**src/logic/dbs_pkg.sv**
```systemverilog
// Shared constants and types for the dual buck protection supervisor
package dbs_pkg;

  // ----------------------------------------------------------------
  // Clock
  // ----------------------------------------------------------------
  localparam int unsigned CLK_HZ        = 100_000_000;
  localparam int unsigned CLK_PERIOD_NS = 10;

  // ----------------------------------------------------------------
  // Times in their own units
  // ----------------------------------------------------------------
  localparam int unsigned PG_ARM_NS    = 2_000_000;  // Power good and UV arm delay, 2 ms
  localparam int unsigned PG_QUAL_NS   = 510_000;    // Power good rise qualification, 510 us
  localparam int unsigned PG_DROP_NS   = 2_000;      // Power good drop delay, 2 us
  localparam int unsigned UV_DELAY_NS  = 32_000;     // Undervoltage delay counter, 32 us
  localparam int unsigned SS_NS        = 1_600_000;  // Shared soft start ramp, 1.6 ms
  localparam int unsigned SS_JOIN_NS   = 60_000;     // Simultaneous enable window, 60 us
  localparam int unsigned DEAD_NS      = 20;         // Gate dead time
  localparam int unsigned PUMP_HZ      = 270_000;    // Charge pump clock

  // ----------------------------------------------------------------
  // Cycle counts
  // ----------------------------------------------------------------
  localparam int unsigned PG_ARM_CYC   = PG_ARM_NS / CLK_PERIOD_NS;
  localparam int unsigned PG_QUAL_CYC  = PG_QUAL_NS / CLK_PERIOD_NS;
  localparam int unsigned PG_DROP_CYC  = PG_DROP_NS / CLK_PERIOD_NS;
  localparam int unsigned UV_DELAY_CYC = UV_DELAY_NS / CLK_PERIOD_NS;
  localparam int unsigned SS_CYC       = SS_NS / CLK_PERIOD_NS;
  localparam int unsigned SS_JOIN_CYC  = SS_JOIN_NS / CLK_PERIOD_NS;
  localparam int unsigned DEAD_CYC     = (DEAD_NS + CLK_PERIOD_NS - 1) / CLK_PERIOD_NS;
  localparam int unsigned PUMP_HALF_CYC = CLK_HZ / (2 * PUMP_HZ);

  localparam int unsigned CNT_W  = 18;
  localparam int unsigned DEAD_W = 4;
  localparam int unsigned PUMP_W = 8;
  localparam int unsigned SYNC_STAGES_W = 22;

  // ----------------------------------------------------------------
  // Types
  // ----------------------------------------------------------------
  // Comparator and pin flags of one channel
  typedef struct packed {
    logic enable_trip;      // channel_enable_trip above enable threshold
    logic fb_over;          // Feedback above overvoltage fraction
    logic fb_under;         // Feedback below undervoltage fraction
    logic in_tight;         // Output inside the tight window
    logic out_wide;         // Output outside the wide window
    logic vo_abs_over;      // Output sense above absolute limit
    logic vo_switch_ok;     // Output sense above switch-over threshold
    logic valley_over;      // Inductor current above trip level
    logic on_request;       // Modulator asks for an on phase
  } dbs_ch_cmp_t;

  typedef struct packed {
    logic top_gate_drive;
    logic bottom_gate_drive;
    logic discharge;
  } dbs_gate_t;

  typedef struct packed {
    logic overvoltage_latch;
    logic undervoltage_latch;
    logic power_good;
  } dbs_status_t;

  typedef enum logic [3:0] {
    CH_OFF  = 4'h1,
    CH_WAIT = 4'h2,
    CH_RAMP = 4'h4,
    CH_RUN  = 4'h8
  } dbs_ch_state_t;

endpackage

```
**src/logic/dbs_sync.sv**
```systemverilog
// Two flip-flop synchroniser for a group of asynchronous levels
`timescale 1ns/1ps
module dbs_sync #(
  parameter int unsigned W = 1
) (
  input  wire logic         clock_i,
  input  wire logic         resetn_i,
  input  wire logic [W-1:0] async_i,
  output logic      [W-1:0] sync_o
);

  logic [W-1:0] meta_r;

  // ----------------------------------------------------------------
  // Stages
  // ----------------------------------------------------------------
  always_ff @(posedge clock_i or negedge resetn_i) begin
    if (!resetn_i) begin
      meta_r <= '0;
      sync_o <= '0;
    end else begin
      meta_r <= async_i;
      sync_o <= meta_r;
    end
  end

endmodule

```
**src/logic/dbs_gate_seq.sv**
```systemverilog
// Gate driver sequencer with dead time between top and bottom switch
`timescale 1ns/1ps
module dbs_gate_seq (
  input  wire logic clock_i,
  input  wire logic resetn_i,
  input  wire logic want_top_i,
  input  wire logic want_bottom_i,
  output logic      top_o,
  output logic      bottom_o
);

  logic [dbs_pkg::DEAD_W-1:0] dead_r;

  // ----------------------------------------------------------------
  // Switch sequencing
  // ----------------------------------------------------------------
  // Any switch turning off reloads the dead time; nothing turns on until it expires
  always_ff @(posedge clock_i or negedge resetn_i) begin
    if (!resetn_i) begin
      top_o    <= 1'b0;
      bottom_o <= 1'b0;
      dead_r   <= '0;
    end else if (top_o && !want_top_i) begin
      top_o  <= 1'b0;
      dead_r <= dbs_pkg::DEAD_W'(dbs_pkg::DEAD_CYC);
    end else if (bottom_o && !want_bottom_i) begin
      bottom_o <= 1'b0;
      dead_r   <= dbs_pkg::DEAD_W'(dbs_pkg::DEAD_CYC);
    end else if (dead_r != '0) begin
      dead_r <= dead_r - 1'b1;
    end else if (want_top_i && !bottom_o) begin
      top_o <= 1'b1;
    end else if (want_bottom_i && !want_top_i && !top_o) begin
      bottom_o <= 1'b1;
    end
  end

endmodule

```
**src/logic/dbs_supervisor.sv**
```systemverilog
// Supervisor for a two-channel step-down controller: power good, protection, sequencing
//
// Function
// - Ch1 good and high: 5V rail switches over
// - Ch2 good and high: 3.3V rail switches over
// - Combined power good is AND of channels
// - Power good armed 2 ms after enable
// - Good rises after 510 us inside window
// - Good drops 2 us after leaving window
// - Power good pin only pulls low
// - Channel disabled: discharge transistor on
// - Dead time between top and bottom switching
// - Pump clock runs only with master enable
// - Hold off phase while valley current high
// - Overvoltage latches top off, bottom on
// - Absolute output overvoltage turns top off
// - Undervoltage persisting 32 us latches both channels
// - Undervoltage check armed 2 ms after enable
// - Low 5V standby rail stops both channels
// - Low 3.3V standby rail stops both channels
// - Overtemperature stops channels and regulators, self-restarts
// - Enable starts shared soft start ramp
// - Shared ramp: wait, or join within 60 us
`timescale 1ns/1ps
module dbs_supervisor #(
  parameter int unsigned PG_ARM_CYC  = dbs_pkg::PG_ARM_CYC,
  parameter int unsigned PG_QUAL_CYC = dbs_pkg::PG_QUAL_CYC,
  parameter int unsigned SS_CYC      = dbs_pkg::SS_CYC,
  parameter int unsigned SS_JOIN_CYC = dbs_pkg::SS_JOIN_CYC
) (
  input  wire logic                clock_i,
  input  wire logic                resetn_i,
  input  wire logic                master_enable_pin_i,
  input  wire logic                standby_rail_5v_low_i,
  input  wire logic                standby_rail_3v3_low_i,
  input  wire logic                over_temp_i,
  input  wire dbs_pkg::dbs_ch_cmp_t ch1_cmp_i,
  input  wire dbs_pkg::dbs_ch_cmp_t ch2_cmp_i,
  input  wire logic                combined_power_good_i,
  output logic                     combined_power_good_o,
  output logic                     combined_power_good_oe_n_o,
  output dbs_pkg::dbs_gate_t       ch1_gate_o,
  output dbs_pkg::dbs_gate_t       ch2_gate_o,
  output dbs_pkg::dbs_status_t     ch1_status_o,
  output dbs_pkg::dbs_status_t     ch2_status_o,
  output logic                     ldo_5v_enable_o,
  output logic                     rail_5v_switch_o,
  output logic                     ldo_3v3_enable_o,
  output logic                     rail_3v3_switch_o,
  output logic                     pump_clock_out_o,
  output logic                     pg_pin_low_seen_o
);

  localparam int unsigned CW = dbs_pkg::CNT_W;

  // ----------------------------------------------------------------
  // Helpers
  // ----------------------------------------------------------------
  // True when a counter has reached its last cycle of a wait
  function automatic logic at_limit(input logic [CW-1:0] cnt, input int unsigned lim);
    logic [CW-1:0] last;
    last = CW'(lim - 1);
    return cnt >= last;
  endfunction

  // Saturating increment
  function automatic logic [CW-1:0] sat_inc(input logic [CW-1:0] cnt);
    logic [CW-1:0] res;
    res = (cnt == '1) ? cnt : cnt + 1'b1;
    return res;
  endfunction

  // ----------------------------------------------------------------
  // Input synchronisation
  // ----------------------------------------------------------------
  logic [dbs_pkg::SYNC_STAGES_W-1:0] raw_w;
  logic [dbs_pkg::SYNC_STAGES_W-1:0] syn_w;
  dbs_pkg::dbs_ch_cmp_t              cmp_s [2];
  logic                              master_s;
  logic                              rail5_low_s;
  logic                              rail3_low_s;
  logic                              hot_s;
  logic                              pg_pin_s;

  assign raw_w = {ch2_cmp_i, ch1_cmp_i, master_enable_pin_i, standby_rail_5v_low_i,
                  standby_rail_3v3_low_i, over_temp_i};

  dbs_sync #(
    .W (dbs_pkg::SYNC_STAGES_W)
  ) u_sync (
    .clock_i  (clock_i),
    .resetn_i (resetn_i),
    .async_i  (raw_w),
    .sync_o   (syn_w)
  );

  assign cmp_s[1]    = syn_w[21:13];
  assign cmp_s[0]    = syn_w[12:4];
  assign master_s    = syn_w[3];
  assign rail5_low_s = syn_w[2];
  assign rail3_low_s = syn_w[1];
  assign hot_s       = syn_w[0];

  // Pin readback of the shared power good line
  logic pg_meta_r;
  logic pg_pin_r;

  always_ff @(posedge clock_i or negedge resetn_i) begin
    if (!resetn_i) begin
      pg_meta_r <= 1'b0;
      pg_pin_r  <= 1'b0;
    end else begin
      pg_meta_r <= combined_power_good_i;
      pg_pin_r  <= pg_meta_r;
    end
  end

  assign pg_pin_s = pg_pin_r;

  // ----------------------------------------------------------------
  // Global shutdown
  // ----------------------------------------------------------------
  logic shut_all;

  assign shut_all = !master_s || rail5_low_s || rail3_low_s || hot_s;

  // ----------------------------------------------------------------
  // Enable age counters
  // ----------------------------------------------------------------
  logic [CW-1:0] arm_cnt_r [2];
  logic          armed     [2];

  always_ff @(posedge clock_i or negedge resetn_i) begin
    if (!resetn_i) begin
      for (int c = 0; c < 2; c++) begin
        arm_cnt_r[c] <= '0;
      end
    end else begin
      for (int c = 0; c < 2; c++) begin
        if (!cmp_s[c].enable_trip || !master_s) begin
          arm_cnt_r[c] <= '0;
        end else if (!at_limit(arm_cnt_r[c], PG_ARM_CYC)) begin
          arm_cnt_r[c] <= sat_inc(arm_cnt_r[c]);
        end
      end
    end
  end

  always_comb begin
    for (int c = 0; c < 2; c++) begin
      armed[c] = at_limit(arm_cnt_r[c], PG_ARM_CYC);
    end
  end

  // ----------------------------------------------------------------
  // Soft start sequencing
  // ----------------------------------------------------------------
  dbs_pkg::dbs_ch_state_t st_r [2];
  logic [CW-1:0]          ss_cnt_r;
  logic                   ramp_busy;
  logic                   join_ok;
  logic                   start_now [2];
  logic                   ch_down   [2];
  logic                   ov_r      [2];
  logic                   uv_r      [2];

  assign ramp_busy = (st_r[0] == dbs_pkg::CH_RAMP) || (st_r[1] == dbs_pkg::CH_RAMP);
  assign join_ok   = !at_limit(ss_cnt_r, SS_JOIN_CYC);

  always_comb begin
    for (int c = 0; c < 2; c++) begin
      ch_down[c]   = !cmp_s[c].enable_trip || shut_all;
      start_now[c] = (st_r[c] == dbs_pkg::CH_WAIT) && (!ramp_busy || join_ok);
    end
  end

  always_ff @(posedge clock_i or negedge resetn_i) begin
    if (!resetn_i) begin
      st_r[0] <= dbs_pkg::CH_OFF;
      st_r[1] <= dbs_pkg::CH_OFF;
    end else begin
      for (int c = 0; c < 2; c++) begin
        unique case (st_r[c])
          dbs_pkg::CH_OFF: begin
            if (!ch_down[c]) begin
              st_r[c] <= dbs_pkg::CH_WAIT;
            end
          end
          dbs_pkg::CH_WAIT: begin
            if (ch_down[c]) begin
              st_r[c] <= dbs_pkg::CH_OFF;
            end else if (start_now[c]) begin
              st_r[c] <= dbs_pkg::CH_RAMP;
            end
          end
          dbs_pkg::CH_RAMP: begin
            if (ch_down[c]) begin
              st_r[c] <= dbs_pkg::CH_OFF;
            end else if (at_limit(ss_cnt_r, SS_CYC)) begin
              st_r[c] <= dbs_pkg::CH_RUN;
            end
          end
          dbs_pkg::CH_RUN: begin
            if (ch_down[c]) begin
              st_r[c] <= dbs_pkg::CH_OFF;
            end
          end
          default: begin
            st_r[c] <= dbs_pkg::CH_OFF;
          end
        endcase
      end
    end
  end

  // Joining channel restarts the shared ramp so both finish together
  always_ff @(posedge clock_i or negedge resetn_i) begin
    if (!resetn_i) begin
      ss_cnt_r <= '0;
    end else if (start_now[0] || start_now[1]) begin
      ss_cnt_r <= '0;
    end else if (ramp_busy) begin
      ss_cnt_r <= sat_inc(ss_cnt_r);
    end else begin
      ss_cnt_r <= '0;
    end
  end

  // ----------------------------------------------------------------
  // Power good per channel
  // ----------------------------------------------------------------
  logic [CW-1:0] qual_cnt_r [2];
  logic [CW-1:0] drop_cnt_r [2];
  logic          pg_r       [2];

  always_ff @(posedge clock_i or negedge resetn_i) begin
    if (!resetn_i) begin
      for (int c = 0; c < 2; c++) begin
        qual_cnt_r[c] <= '0;
        drop_cnt_r[c] <= '0;
        pg_r[c]       <= 1'b0;
      end
    end else begin
      for (int c = 0; c < 2; c++) begin
        if (!armed[c]) begin
          qual_cnt_r[c] <= '0;
          drop_cnt_r[c] <= '0;
          pg_r[c]       <= 1'b0;
        end else if (!pg_r[c]) begin
          drop_cnt_r[c] <= '0;
          if (!cmp_s[c].in_tight) begin
            qual_cnt_r[c] <= '0;
          end else if (at_limit(qual_cnt_r[c], PG_QUAL_CYC)) begin
            pg_r[c] <= 1'b1;
          end else begin
            qual_cnt_r[c] <= sat_inc(qual_cnt_r[c]);
          end
        end else begin
          qual_cnt_r[c] <= '0;
          if (!cmp_s[c].out_wide) begin
            drop_cnt_r[c] <= '0;
          end else if (at_limit(drop_cnt_r[c], dbs_pkg::PG_DROP_CYC)) begin
            pg_r[c] <= 1'b0;
          end else begin
            drop_cnt_r[c] <= sat_inc(drop_cnt_r[c]);
          end
        end
      end
    end
  end

  // Open drain: output level stays low, enable low pulls the pin down
  always_ff @(posedge clock_i or negedge resetn_i) begin
    if (!resetn_i) begin
      combined_power_good_o      <= 1'b0;
      combined_power_good_oe_n_o <= 1'b0;
      pg_pin_low_seen_o          <= 1'b0;
    end else begin
      combined_power_good_o      <= 1'b0;
      combined_power_good_oe_n_o <= pg_r[0] && pg_r[1];
      pg_pin_low_seen_o          <= !pg_pin_s;
    end
  end

  // ----------------------------------------------------------------
  // Overvoltage and undervoltage latches
  // ----------------------------------------------------------------
  logic [CW-1:0] uv_cnt_r [2];
  logic          uv_any;

  assign uv_any = uv_r[0] || uv_r[1];

  // Setting wins over clearing in the same cycle
  always_ff @(posedge clock_i or negedge resetn_i) begin
    if (!resetn_i) begin
      for (int c = 0; c < 2; c++) begin
        ov_r[c]     <= 1'b0;
        uv_r[c]     <= 1'b0;
        uv_cnt_r[c] <= '0;
      end
    end else begin
      for (int c = 0; c < 2; c++) begin
        if (cmp_s[c].enable_trip && master_s && cmp_s[c].fb_over) begin
          ov_r[c] <= 1'b1;
        end else if (!cmp_s[c].enable_trip || !master_s) begin
          ov_r[c] <= 1'b0;
        end
        if (!armed[c] || !cmp_s[c].fb_under) begin
          uv_cnt_r[c] <= '0;
        end else begin
          uv_cnt_r[c] <= sat_inc(uv_cnt_r[c]);
        end
        if (armed[c] && cmp_s[c].fb_under
            && at_limit(uv_cnt_r[c], dbs_pkg::UV_DELAY_CYC)) begin
          uv_r[c] <= 1'b1;
        end else if (!cmp_s[c].enable_trip || !master_s) begin
          uv_r[c] <= 1'b0;
        end
      end
    end
  end

  // ----------------------------------------------------------------
  // Gate requests
  // ----------------------------------------------------------------
  logic want_top [2];
  logic want_bot [2];
  logic top_w    [2];
  logic bot_w    [2];
  logic active   [2];

  always_comb begin
    for (int c = 0; c < 2; c++) begin
      active[c] = (st_r[c] == dbs_pkg::CH_RAMP) || (st_r[c] == dbs_pkg::CH_RUN);
      if (shut_all || uv_any || !active[c]) begin
        want_top[c] = 1'b0;
        want_bot[c] = 1'b0;
      end else if (ov_r[c]) begin
        want_top[c] = 1'b0;
        want_bot[c] = 1'b1;
      end else begin
        want_top[c] = cmp_s[c].on_request && !cmp_s[c].vo_abs_over
                      && (top_w[c] || !cmp_s[c].valley_over);
        want_bot[c] = !want_top[c];
      end
    end
  end

  dbs_gate_seq u_seq1 (
    .clock_i       (clock_i),
    .resetn_i      (resetn_i),
    .want_top_i    (want_top[0]),
    .want_bottom_i (want_bot[0]),
    .top_o         (top_w[0]),
    .bottom_o      (bot_w[0])
  );

  dbs_gate_seq u_seq2 (
    .clock_i       (clock_i),
    .resetn_i      (resetn_i),
    .want_top_i    (want_top[1]),
    .want_bottom_i (want_bot[1]),
    .top_o         (top_w[1]),
    .bottom_o      (bot_w[1])
  );

  // ----------------------------------------------------------------
  // Discharge and status
  // ----------------------------------------------------------------
  logic dis_r [2];

  always_ff @(posedge clock_i or negedge resetn_i) begin
    if (!resetn_i) begin
      dis_r[0]     <= 1'b1;
      dis_r[1]     <= 1'b1;
      ch1_status_o <= '0;
      ch2_status_o <= '0;
    end else begin
      dis_r[0]     <= !cmp_s[0].enable_trip;
      dis_r[1]     <= !cmp_s[1].enable_trip;
      ch1_status_o <= '{overvoltage_latch: ov_r[0], undervoltage_latch: uv_r[0],
                        power_good: pg_r[0]};
      ch2_status_o <= '{overvoltage_latch: ov_r[1], undervoltage_latch: uv_r[1],
                        power_good: pg_r[1]};
    end
  end

  assign ch1_gate_o = '{top_gate_drive: top_w[0], bottom_gate_drive: bot_w[0],
                        discharge: dis_r[0]};
  assign ch2_gate_o = '{top_gate_drive: top_w[1], bottom_gate_drive: bot_w[1],
                        discharge: dis_r[1]};

  // ----------------------------------------------------------------
  // Standby rail switch-over
  // ----------------------------------------------------------------
  // Regulators stay on while master is up unless hot or switched over
  always_ff @(posedge clock_i or negedge resetn_i) begin
    if (!resetn_i) begin
      rail_5v_switch_o  <= 1'b0;
      rail_3v3_switch_o <= 1'b0;
      ldo_5v_enable_o   <= 1'b0;
      ldo_3v3_enable_o  <= 1'b0;
    end else begin
      rail_5v_switch_o  <= !hot_s && pg_r[0] && cmp_s[0].vo_switch_ok;
      rail_3v3_switch_o <= !hot_s && pg_r[1] && cmp_s[1].vo_switch_ok;
      ldo_5v_enable_o   <= master_s && !hot_s
                           && !(pg_r[0] && cmp_s[0].vo_switch_ok);
      ldo_3v3_enable_o  <= master_s && !hot_s
                           && !(pg_r[1] && cmp_s[1].vo_switch_ok);
    end
  end

  // ----------------------------------------------------------------
  // Charge pump clock
  // ----------------------------------------------------------------
  logic [dbs_pkg::PUMP_W-1:0] pump_cnt_r;

  always_ff @(posedge clock_i or negedge resetn_i) begin
    if (!resetn_i) begin
      pump_cnt_r       <= '0;
      pump_clock_out_o <= 1'b0;
    end else if (!master_s) begin
      pump_cnt_r       <= '0;
      pump_clock_out_o <= 1'b0;
    end else if (pump_cnt_r == dbs_pkg::PUMP_W'(dbs_pkg::PUMP_HALF_CYC - 1)) begin
      pump_cnt_r       <= '0;
      pump_clock_out_o <= !pump_clock_out_o;
    end else begin
      pump_cnt_r <= pump_cnt_r + 1'b1;
    end
  end

endmodule

```
**config.mk**
```make
export PLATFORM = sky130hd
export DESIGN_NAME = dbs_supervisor
export DESIGN_NICKNAME = d
export VERILOG_FILES = /design/src/logic/dbs_pkg.sv /design/src/logic/dbs_sync.sv /design/src/logic/dbs_gate_seq.sv /design/src/logic/dbs_supervisor.sv
export SDC_FILE = /design/constraint.sdc
export NUM_CORES = 1
export LEC_CHECK = 0
export ABC_AREA = 1
export BUFFER_PORTS_ARGS = -buffer_cell sky130_fd_sc_hd__buf_4
export CAP_MARGIN = 20
export CORE_MARGIN = 8
export CORE_UTILIZATION = 65
export CTS_BUF_LIST = sky130_fd_sc_hd__clkbuf_4
export DETAILED_ROUTE_END_ITERATION = 7
export PLACE_DENSITY = 0.84
export SLEW_MARGIN = 20
export SYNTH_ARGS = -nofsm -noshare
export SYNTH_HDL_FRONTEND = slang
export SYNTH_SLANG_ARGS = --single-unit
export TNS_END_PERCENT = 10
```
**constraint.sdc**
```tcl
create_clock -name clock_i -period 1.96 [get_ports clock_i]
set_input_delay 0.098 -clock clock_i [delete_from_list [all_inputs] [get_ports clock_i]]
set_output_delay 0.098 -clock clock_i [all_outputs]
set_load 0.005 [all_outputs]
```
==> flow_summary_export.csv, run 1 <==
group,metric,value,unit
outcome,status,"complete, no violations",
global_route,grt_pass1_wl,51000,µm
synthesis,synth.largest_area_cell,"dfrtp_1",
critical_path,r2r-end,"qual_cnt_r[22]",
global_route,antenna_found_initial,1,
power,total_power,11.0,mW
sta,skew,36.1,ps
route,viasPerCell,5.48,
die,die_w,158,µm
synthesis,synthFlopType,"dfrtp_1",
cells_and_area,fin_nets,1821,
synthesis,netlist.area_leader.share,48.5,%
cells_and_area,area_growth,15.4,%
critical_path,path_delay_family,"simple AND/OR/NAND/NOR gates",
clock_network,clock_sinks,257,
die,initial_core_util,65.3,%
synthesis,postSynth.asyncResetShare,100,%
place,post-place-ws,84.4,ps
route,ant_nets,0,
global_route,track_usage,24.8,%
critical_path,critPathCaptureType,"register",
cells_and_area,drive_above_1_share,14.6,%
power,p_leak,7.03,nW
synthesis,yosys_warnings,0,
place,gp_congestion,0.959,
global_route,grt_max_degree,56,
route,drc,0,
synthesis,ys_ff_latch,257,
clock_network,cts_tree,"done",
place,portBuffers,43,
critical_path,cp_num_buf_inv,2,
synthesis,synthTopCellsByCount,"347 x nand2_1, 253 x dfrtp_1, 219 x nor2_1, 207 x inv_1, 162 x nand3_1",
place,dp_hpwl,20200,µm
global_route,grt_pass1_vias,11300,
global_route,overflow,0,
critical_path,path_class,"register to register",
critical_path,critPathMaxStageDelay,390,ps
clock_network,cts_max_level,3,
sta,finalSetupTns,0,ps
critical_path,path_cells,"nor2_1 -> nand3_1 -> nor2_2 -> nand3_1 -> nand2_2 -> buf_12 -> inv_1 -> nor2_1 -> nand2_1 -> o21ai_2",
sta,fin_hold_ws,78.5,ps
clock_network,numCtsBuffers,67,
synthesis,yosysSeqAreaShare,49.4,%
power,power_density,732,mW/mm²
critical_path,r2r_slack,110,ps
critical_path,reg2reg_depth,10,
route,wl,29000,µm
sta,drv_slew,0,
critical_path,cp_slowest_cell,"dfrtp_1",
critical_path,r2r_start,"arm_cnt_r[31]",
power,vdd_drop_max,637,µV
min_path,hp-class,"input port to asynchronous set/reset pin",
synthesis,synth.cell_area,0.0130,mm²
clock_network,clkTransAtPathRegs,70,ps
synthesis,synth_area_leaders,"dfrtp_1 49%, nand2_1 10%, nor2_1 6.3%",
clock_network,clk_latency,660,ps
critical_path,critical_path.startpoint,"arm_cnt_r[31]",
sta,fin_crit,1850,ps
critical_path,start_kind,"register",
synthesis,syn_area_per_cell,7.98,µm²
critical_path,worstPathArrival,2410,ps
critical_path,required,2520,ps
die,io_pins,45,
synthesis,synth_edf_count,0,
sta,max_freq,542,MHz
synthesis,yosysUniqueCellTypes,47,
route,dr_total_vias,11500,
die,rows,52,
critical_path,cp_num_cells,10,
route,wl_per_cell,13.9,µm
sta,final.period_utilization,94.2,%
sta,tightest_slew,514,ps
job,drv_cap,0,
cells_and_area,utilization,75.4,%
synthesis,yosys.cell_count.top_type,"nand2_1",
synthesis,synth_nets,1673,
critical_path,cp_max_fo,15,
die,die_h,158,µm
die,fp.dieArea,0.0249,mm²
sta,layout_setup_ws,114,ps
sta,finalHoldViolCount,0,
clock_network,root_buffer,"clkbuf_4",
route,initialDrtViolationCount,691,
sta,rsz0062_at_grt,"yes",
route,drtPass1Iterations,5,
clock_network,post_cts_buffers,0,
synthesis,synthCells,1635,
clock_network,clockBufferDepth,3,
sta,slew_headroom,65.7,%
die,core_area,0.0200,mm²
sta,setup_violations,0,
worst register-to-register path, delay by kind of cell, from the launching register on:
| kind | cells | cell delay (ps) |
|---|---|---|
| compound gates | 1 | 60 |
| simple gates | 7 | 960 |
| buf+inv | 2 | 350 |
| flops | 1 | 390 |
routing by layer:
layer / routed length [µm] / share of wire (%) / global-route usage [%] / vias to the layer above
li1: - / - / - / 5655
met5: 0 / 0 / 0 / -
met3: 1720 / 5.9 / 4.80 / 78
met4: 778 / 2.7 / 11.2 / 0
met2: 13600 / 47 / 38.9 / 388
met1: 12900 / 45 / 33.0 / 5353
where the power goes:
part | switching, mW | internal, mW | total [mW]
clock network | 2.07 | 2.30 | 4.37
registers | 0.0980 | 5.52 | 5.61
logic | 0.618 | 0.407 | 1.03
flip-flops by register name (all words and copies together) (netlist names), 8 cells and up:
register,flops
st_r,8
arm_cnt_r,36
u_sync.meta_r,22
pump_cnt_r,8
u_sync.sync_o,22
drop_cnt_r,36
ss_cnt_r,18
uv_cnt_r,36
qual_cnt_r,36
worst max path at each step:
stage                           endpoint  slack (ps)
after floorplan             ss_cnt_r[11]         180
after global placement    qual_cnt_r[32]         170
after detailed placement   drop_cnt_r[2]          80
after CTS                  qual_cnt_r[6]          60
after global routing      qual_cnt_r[32]         -60
final                     qual_cnt_r[22]         110
through the flow:
stage	cell area, µm²	std cells
6_report	15100	2092
5_1_grt	15100	2092
4_1_cts	15000	2091
3_5_place_dp	13900	1959
3_3_place_gp	13900	1959
2_1_floorplan	13000	1635
repair_timing:
item,4_1_cts,5_1_grt
endpoints found under the hold margin,276,0
hold buffers,25,0
endpoints found under the setup margin,0,95
gates resized for setup,0,23
cell type report:
type	count	area, µm²
Antenna cell	1	2.50
Clock buffer	100	751
Clock inverter	7	28.8
Fill cell	1498	4920
Inverter	210	791
Multi-Input combinational cell	1130	5680
Sequential cell	257	6440
Tap cell	270	338
Timing Repair Buffer	117	1020
cells in the final DEF (no fill, tap or decap), drive strengths merged, types with 3 or more instances in the layout:
master	n
nor3b	8
ha	13
o21bai	3
nor2	221
clkbuf	100
dfstp	4
or2	13
dlygate4sd3	24
xor2	43
nand2	353
buf	93
nand4	83
nor4	7
inv	210
nand3b	6
a31oi	5
a21oi	31
nand3	167
dfrtp	253
xnor2	8
o31ai	8
clkinv	7
nor3	54
o21ai	92
cell families after synthesis:
kind of cell / share of synthesized area (%)
other: 0.0288
buffers and inverters: 7.63
AO/OA/AOI/OAI: 6.83
AND/OR/NAND/NOR: 31.5
adder cells (fa/ha/maj): 1.25
flip-flops: 49.4
XOR/XNOR: 3.43
(Power assumes the default switching activity.)
==> run 2, diff against run 1 <==
==> constraint.sdc (replaced) <==
create_clock -name clock_i -period 2 [get_ports clock_i]
set_input_delay 0.1 -clock clock_i [delete_from_list [all_inputs] [get_ports clock_i]]
set_output_delay 0.1 -clock clock_i [all_outputs]
set_load 0.005 [all_outputs]
==> run 2 against run 1 <==
- final cell count grew 0.67%
- combinational power decreased by 3%
- power shrank 1.7%
- worst hold slack worse by 2.4 ps
- utilization up 0.21 points
- final area increased by 0.28%
- sequential power fell by 2%
- non-clock buffer count up 5
- clock power down 1%
- critical path type unchanged
- critical endpoint is now arm_cnt_r[19]
==> flow_summary_export.csv, run 2 (same netlist as run 1, synthesis figures left out) <==
group,metric,value,unit
die,rows,52,
global_route,grt_pass1_wl,51600,µm
critical_path,worstPathArrival,2470,ps
outcome,status,"complete, no violations",
sta,finalHoldViolCount,0,
die,fp.dieArea,0.0249,mm²
clock_network,root_buffer,"clkbuf_4",
cells_and_area,regArea,0.00644,mm²
place,gp_congestion,0.967,
power,p_leak,7.05,nW
power,total_power,10.8,mW
clock_network,clk_latency,670,ps
sta,rsz0062_at_grt,"yes",
cells_and_area,mostFrequentLayoutCells,"345 x nand2_1, 253 x dfrtp_1, 210 x nor2_1",
global_route,grt_pass1_vias,11600,
min_path,worstHoldPathCells,2,
cells_and_area,drive_above_1_share,14.8,%
clock_network,cts_max_level,3,
sta,max_freq,519,MHz
critical_path,r2r_start,"arm_cnt_r[25]",
global_route,overflow,0,
sta,drv_slew,0,
die,die_h,158,µm
place,portBuffers,43,
critical_path,r2r_slack,70,ps
place,dp_hpwl,20700,µm
global_route,grt_max_degree,68,
critical_path,critPathCaptureType,"register",
route,initialDrtViolationCount,869,
route,dr_total_vias,11700,
sta,tightest_slew,542,ps
die,die_w,158,µm
route,drtPass1Iterations,8,
critical_path,cp_max_fo,14,
clock_network,cts_tree,"done",
sta,final.period_utilization,96.3,%
global_route,track_usage,25.2,%
route,drc,0,
job,drv_cap,0,
sta,skew,31.1,ps
die,core_area,0.0200,mm²
cells_and_area,multi_input_area,0.00570,mm²
die,initial_core_util,65.3,%
clock_network,clockBufferDepth,3,
min_path,worst_hold_startpoint,"ch1_cmp_i[6]",
global_route,antenna_found_initial,1,
power,vdd_drop_max,719,µV
cells_and_area,area_growth,15.7,%
sta,slew_headroom,63.9,%
route,wl_per_cell,14.2,µm
critical_path,start_kind,"register",
sta,fin_hold_ws,76.2,ps
cells_and_area,utilization,75.6,%
clock_network,clkTransAtPathRegs,70,ps
power,power_density,717,mW/mm²
die,io_pins,45,
cells_and_area,fin_nets,1828,
clock_network,clock_sinks,257,
route,ant_nets,0,
min_path,hp-class,"input port to register",
sta,fin_crit,1930,ps
sta,setup_violations,0,
critical_path,path_class,"register to register",
cells_and_area,num-fill-cells,1470,
cells_and_area,layout_commonest_cell,"nand2_1",
clock_network,numCtsBuffers,69,
route,wl,29900,µm
min_path,hold_path_end,"u_sync.meta_r[10]",
critical_path,r2r-end,"arm_cnt_r[19]",
sta,finalSetupTns,0,ps
place,dp_cells,1960,
cells_and_area,instances_no_fill,2106,
critical_path,required,2540,ps
route,viasPerCell,5.55,
critical_path,reg2reg_depth,11,
-- run 2: changes by cell type in the layout (fill, tap and decap cells not counted), sizes merged --
cell | previous run | this run
buf | 93 | 97
clkbuf | 100 | 97
clkinv | 7 | 19
clkinvlp | 0 | 1
dlygate4sd3 | 24 | 25
inv | 210 | 209
-- run 2: metal layers --
| layer | wire length (µm) | up-vias | share of wire (%) | global-route usage, % |
|---|---|---|---|---|
| met4 | 871 | 0 | 2.9 | 11.1 |
| met3 | 1780 | 85 | 5.9 | 4.86 |
| met2 | 14500 | 376 | 48 | 41.0 |
| met1 | 12800 | 5539 | 43 | 32.3 |
| li1 | - | 5693 | - | - |
| met5 | 0 | - | 0 | 0 |
-- run 2: stage by stage --
step,worst slack (ps),cell area [µm²]
2_1_floorplan,224,13000
3_3_place_gp,122,13900
3_5_place_dp,21.6,13900
4_1_cts,8.96,15000
5_1_grt,-90.0,15100
6_report,74.0,15100
-- run 2: worst max-delay path by stage --
stage,start,slack (ps),to,cells after the start
after global routing,arm_cnt_r[0],-90,arm_cnt_r[16],7
after CTS,uv_cnt_r[0],9,uv_cnt_r[1],9
after floorplan,ss_cnt_r[0],220,ss_cnt_r[11],12
final,arm_cnt_r[25],70,arm_cnt_r[19],11
after detailed placement,uv_cnt_r[0],20,uv_cnt_r[1],9
after global placement,uv_cnt_r[0],120,uv_cnt_r[1],9
-- run 2: timing repair --
| item | CTS | global route |
|---|---|---|
| resized for setup | 0 | 23 |
| hold buffers | 25 | 0 |
| setup endpoints to repair | 0 | 97 |
| buffers inserted | 0 | 4 |
| endpoints found under the hold margin | 279 | 0 |
-- run 2: where the power goes --
| group | leakage (nW) | switching (mW) | total (mW) | internal (mW) |
|---|---|---|---|---|
| clock network | 0.490 | 2.09 | 4.32 | 2.23 |
| registers | 3.44 | 0.105 | 5.51 | 5.41 |
| logic | 3.12 | 0.605 | 0.994 | 0.389 |
| total | 7.05 | 2.80 | 10.8 | 8.03 |
-- run 2: worst max-delay path, cell delays in order, from the launching register on --
cell and delay (ps):
dfrtp_1 420, nor2_1 180, nand3_1 80, nor3_1 150, nand3_1 110, nand2_2 140, buf_6 190, clkinvlp_4 140
buf_12 150, buf_4 130, nand3_1 60, nand2_1 60
-- run 2: cell type report --
class / count / area share, %
Sequential cell: 257 / 42.6
Multi-Input combinational cell: 1130 / 37.7
Timing Repair Buffer: 122 / 6.79
Inverter: 210 / 5.25
Clock buffer: 97 / 4.82
Tap cell: 270 / 2.24
Clock inverter: 19 / 0.514
Antenna cell: 1 / 0.0166
==> run 3, diff against run 2 <==
==> constraint.sdc (replaced) <==
create_clock -name clock_i -period 2 [get_ports clock_i]
set_input_delay 0.4 -clock clock_i [delete_from_list [all_inputs] [get_ports clock_i]]
set_output_delay 0.4 -clock clock_i [all_outputs]
set_load 0.005 [all_outputs]
==> run 3 against run 2 <==
- worst hold slack better by 130 ps
- power is 1.5% higher
- sequential cell count unchanged
- critical path depth shrank 1
- register-to-register slack about the same
- largest power group unchanged
- maximum frequency shrank 0.77%
- global-route usage shrank 0.42 points
==> flow_summary_export.csv, run 3 (same netlist as run 1, synthesis figures left out) <==
group,metric,value,unit
power,switchingPower,2.76,mW
place,dp_cells,1947,
sta,fin_crit,1940,ps
clock_network,clkTransAtPathRegs,70,ps
outcome,status,"complete, no violations",
cells_and_area,area_growth,15.1,%
sta,tightest_slew,503,ps
global_route,antenna_found_initial,1,
die,die_h,158,µm
place,gp_congestion,0.956,
route,viasPerCell,5.60,
route,drtPass1Iterations,8,
route,drc,0,
global_route,overflow,0,
power,comb_power_share,8.8,%
cells_and_area,fin_nets,1811,
sta,skew,39.7,ps
die,fp.dieArea,0.0249,mm²
clock_network,cts_max_level,3,
power,power_density,732,mW/mm²
critical_path,cp_max_fo,16,
critical_path,path_delay_family,"simple AND/OR/NAND/NOR gates",
critical_path,path_cells,"inv_1 -> nand2_1 -> nor3_4 -> nand3_4 -> nand2_8 -> nand2_4 -> inv_2 -> nand2_1 -> buf_4 -> o21ai_0",
critical_path,r2r_slack,60,ps
route,wl_per_cell,14.1,µm
critical_path,critPathMaxStageDelay,390,ps
global_route,track_usage,24.7,%
sta,finalSetupTns,0,ps
critical_path,cp_num_buf_inv,3,
place,dp_hpwl,20200,µm
cells_and_area,num-fill-cells,1503,
power,p_leak,6.99,nW
power,power_switching_share,25.1,%
critical_path,r2r_start,"arm_cnt_r[15]",
clock_network,cts_tree,"done",
sta,slew_headroom,66.1,%
clock_network,clk_latency,660,ps
critical_path,worstPathArrival,2490,ps
die,initial_core_util,65.3,%
power,power_frac_clock,41.1,%
critical_path,critPathCaptureType,"register",
power,pwr-share-seq,50.1,%
die,core_area,0.0200,mm²
critical_path,crit_path_frequent_cell,"nand2_1",
place,post-place-ws,50.4,ps
cells_and_area,instances_no_fill,2088,
min_path,hp-class,"input port to asynchronous set/reset pin",
clock_network,clockBufferDepth,3,
critical_path,r2r-end,"uv_cnt_r[17]",
critical_path,cp_slowest_cell,"dfrtp_1",
clock_network,root_buffer,"clkbuf_4",
die,rows,52,
sta,finalHoldViolCount,0,
sta,setup_violations,0,
global_route,grt_pass1_vias,11300,
global_route,grt_pass1_wl,51000,µm
die,die_w,158,µm
route,dr_total_vias,11700,
route,wl,29500,µm
power,p_int,8.23,mW
cells_and_area,drive_above_1_share,14.2,%
sta,layout_setup_ws,59.1,ps
die,io_pins,45,
power,vdd_drop_max,707,µV
cells_and_area,layout_commonest_cell,"nand2_1",
route,initialDrtViolationCount,811,
critical_path,reg2reg_depth,10,
sta,final.period_utilization,97.0,%
critical_path,path_class,"register to register",
sta,drv_slew,0,
route,ant_nets,0,
sta,rsz0062_at_grt,"yes",
clock_network,numCtsBuffers,67,
place,portBuffers,43,
cells_and_area,mostFrequentLayoutCells,"346 x nand2_1, 253 x dfrtp_1, 211 x nor2_1",
global_route,grt_max_degree,70,
critical_path,start_kind,"register",
critical_path,required,2550,ps
clock_network,clock_sinks,257,
job,drv_cap,0,
sta,max_freq,515,MHz
[run 3: cell types whose count changed in the layout (fill, tap and decap cells not counted), sizes merged]
cell | previous run | this run
buf | 97 | 83
bufinv | 0 | 1
clkbuf | 97 | 102
clkinv | 19 | 11
clkinvlp | 1 | 0
dlygate4sd3 | 25 | 24
[run 3: worst max path at each step]
stage / cells past startpoint / start / endpoint / slack, ps
2_1_floorplan: 12 / ss_cnt_r[0] / ss_cnt_r[11] / 220
3_3_place_gp: 10 / uv_cnt_r[18] / uv_cnt_r[19] / 160
3_5_place_dp: 11 / ss_cnt_r[1] / ss_cnt_r[1] / 50
4_1_cts: 11 / ss_cnt_r[1] / ss_cnt_r[1] / 40
5_1_grt: 10 / arm_cnt_r[15] / uv_cnt_r[17] / -40
6_report: 10 / arm_cnt_r[15] / uv_cnt_r[17] / 60
[run 3: area by class of cell]
cell class	instances	area, µm²	share of cell area, %
Antenna cell	1	2.50	0.0167
Timing Repair Buffer	107	925	6.16
Sequential cell	257	6440	42.9
Inverter	210	788	5.25
Clock inverter	11	70.1	0.467
Tap cell	270	338	2.25
Multi-Input combinational cell	1130	5690	37.9
Clock buffer	102	766	5.10
[run 3: repair_timing]
item	CTS	global route
setup buffers	0	3
endpoints found under the setup margin	0	78
endpoints found under the hold margin	274	0
gates resized for setup	0	23
hold buffers	24	0
[run 3: metal layers]
layer | GRT usage, % | wire length (µm) | vias up
li1 | - | - | 5656
met1 | 32.4 | 12800 | 5559
met2 | 40.2 | 14200 | 412
met3 | 4.72 | 1890 | 75
met4 | 9.56 | 719 | 0
met5 | 0 | 0 | -
[run 3: metrics by stage]
step / utilization, % / area (µm²) / total power [mW] / hold WS [ps]
floorplan: - / 13000 / 6.16 / 104
global placement: 69.2 / 13800 / 6.46 / 282
detailed placement: 69.2 / 13800 / 6.52 / 278
CTS: 74.6 / 14900 / 11.1 / 166
global route: 75.2 / 15000 / 11.6 / 199
finish: 75.2 / 15000 / 11.0 / 208
[run 3: power by group through the flow]
stage / logic (mW) / clock network, mW / registers, mW
2_1_floorplan: 0.581 / 0 / 5.57
3_3_place_gp: 0.865 / 0 / 5.60
3_5_place_dp: 0.917 / 0 / 5.61
4_1_cts: 0.967 / 4.65 / 5.51
5_1_grt: 1.11 / 4.91 / 5.53
6_report: 0.967 / 4.51 / 5.51
[run 3: worst reg2reg max path, stage by stage (launching register included)]
cell and delay (ps):
dfrtp_1 390, inv_1 140, nand2_1 110, nor3_4 280, nand3_4 160, nand2_8 170
nand2_4 130, inv_2 80, nand2_1 80, buf_4 190, o21ai_0 100
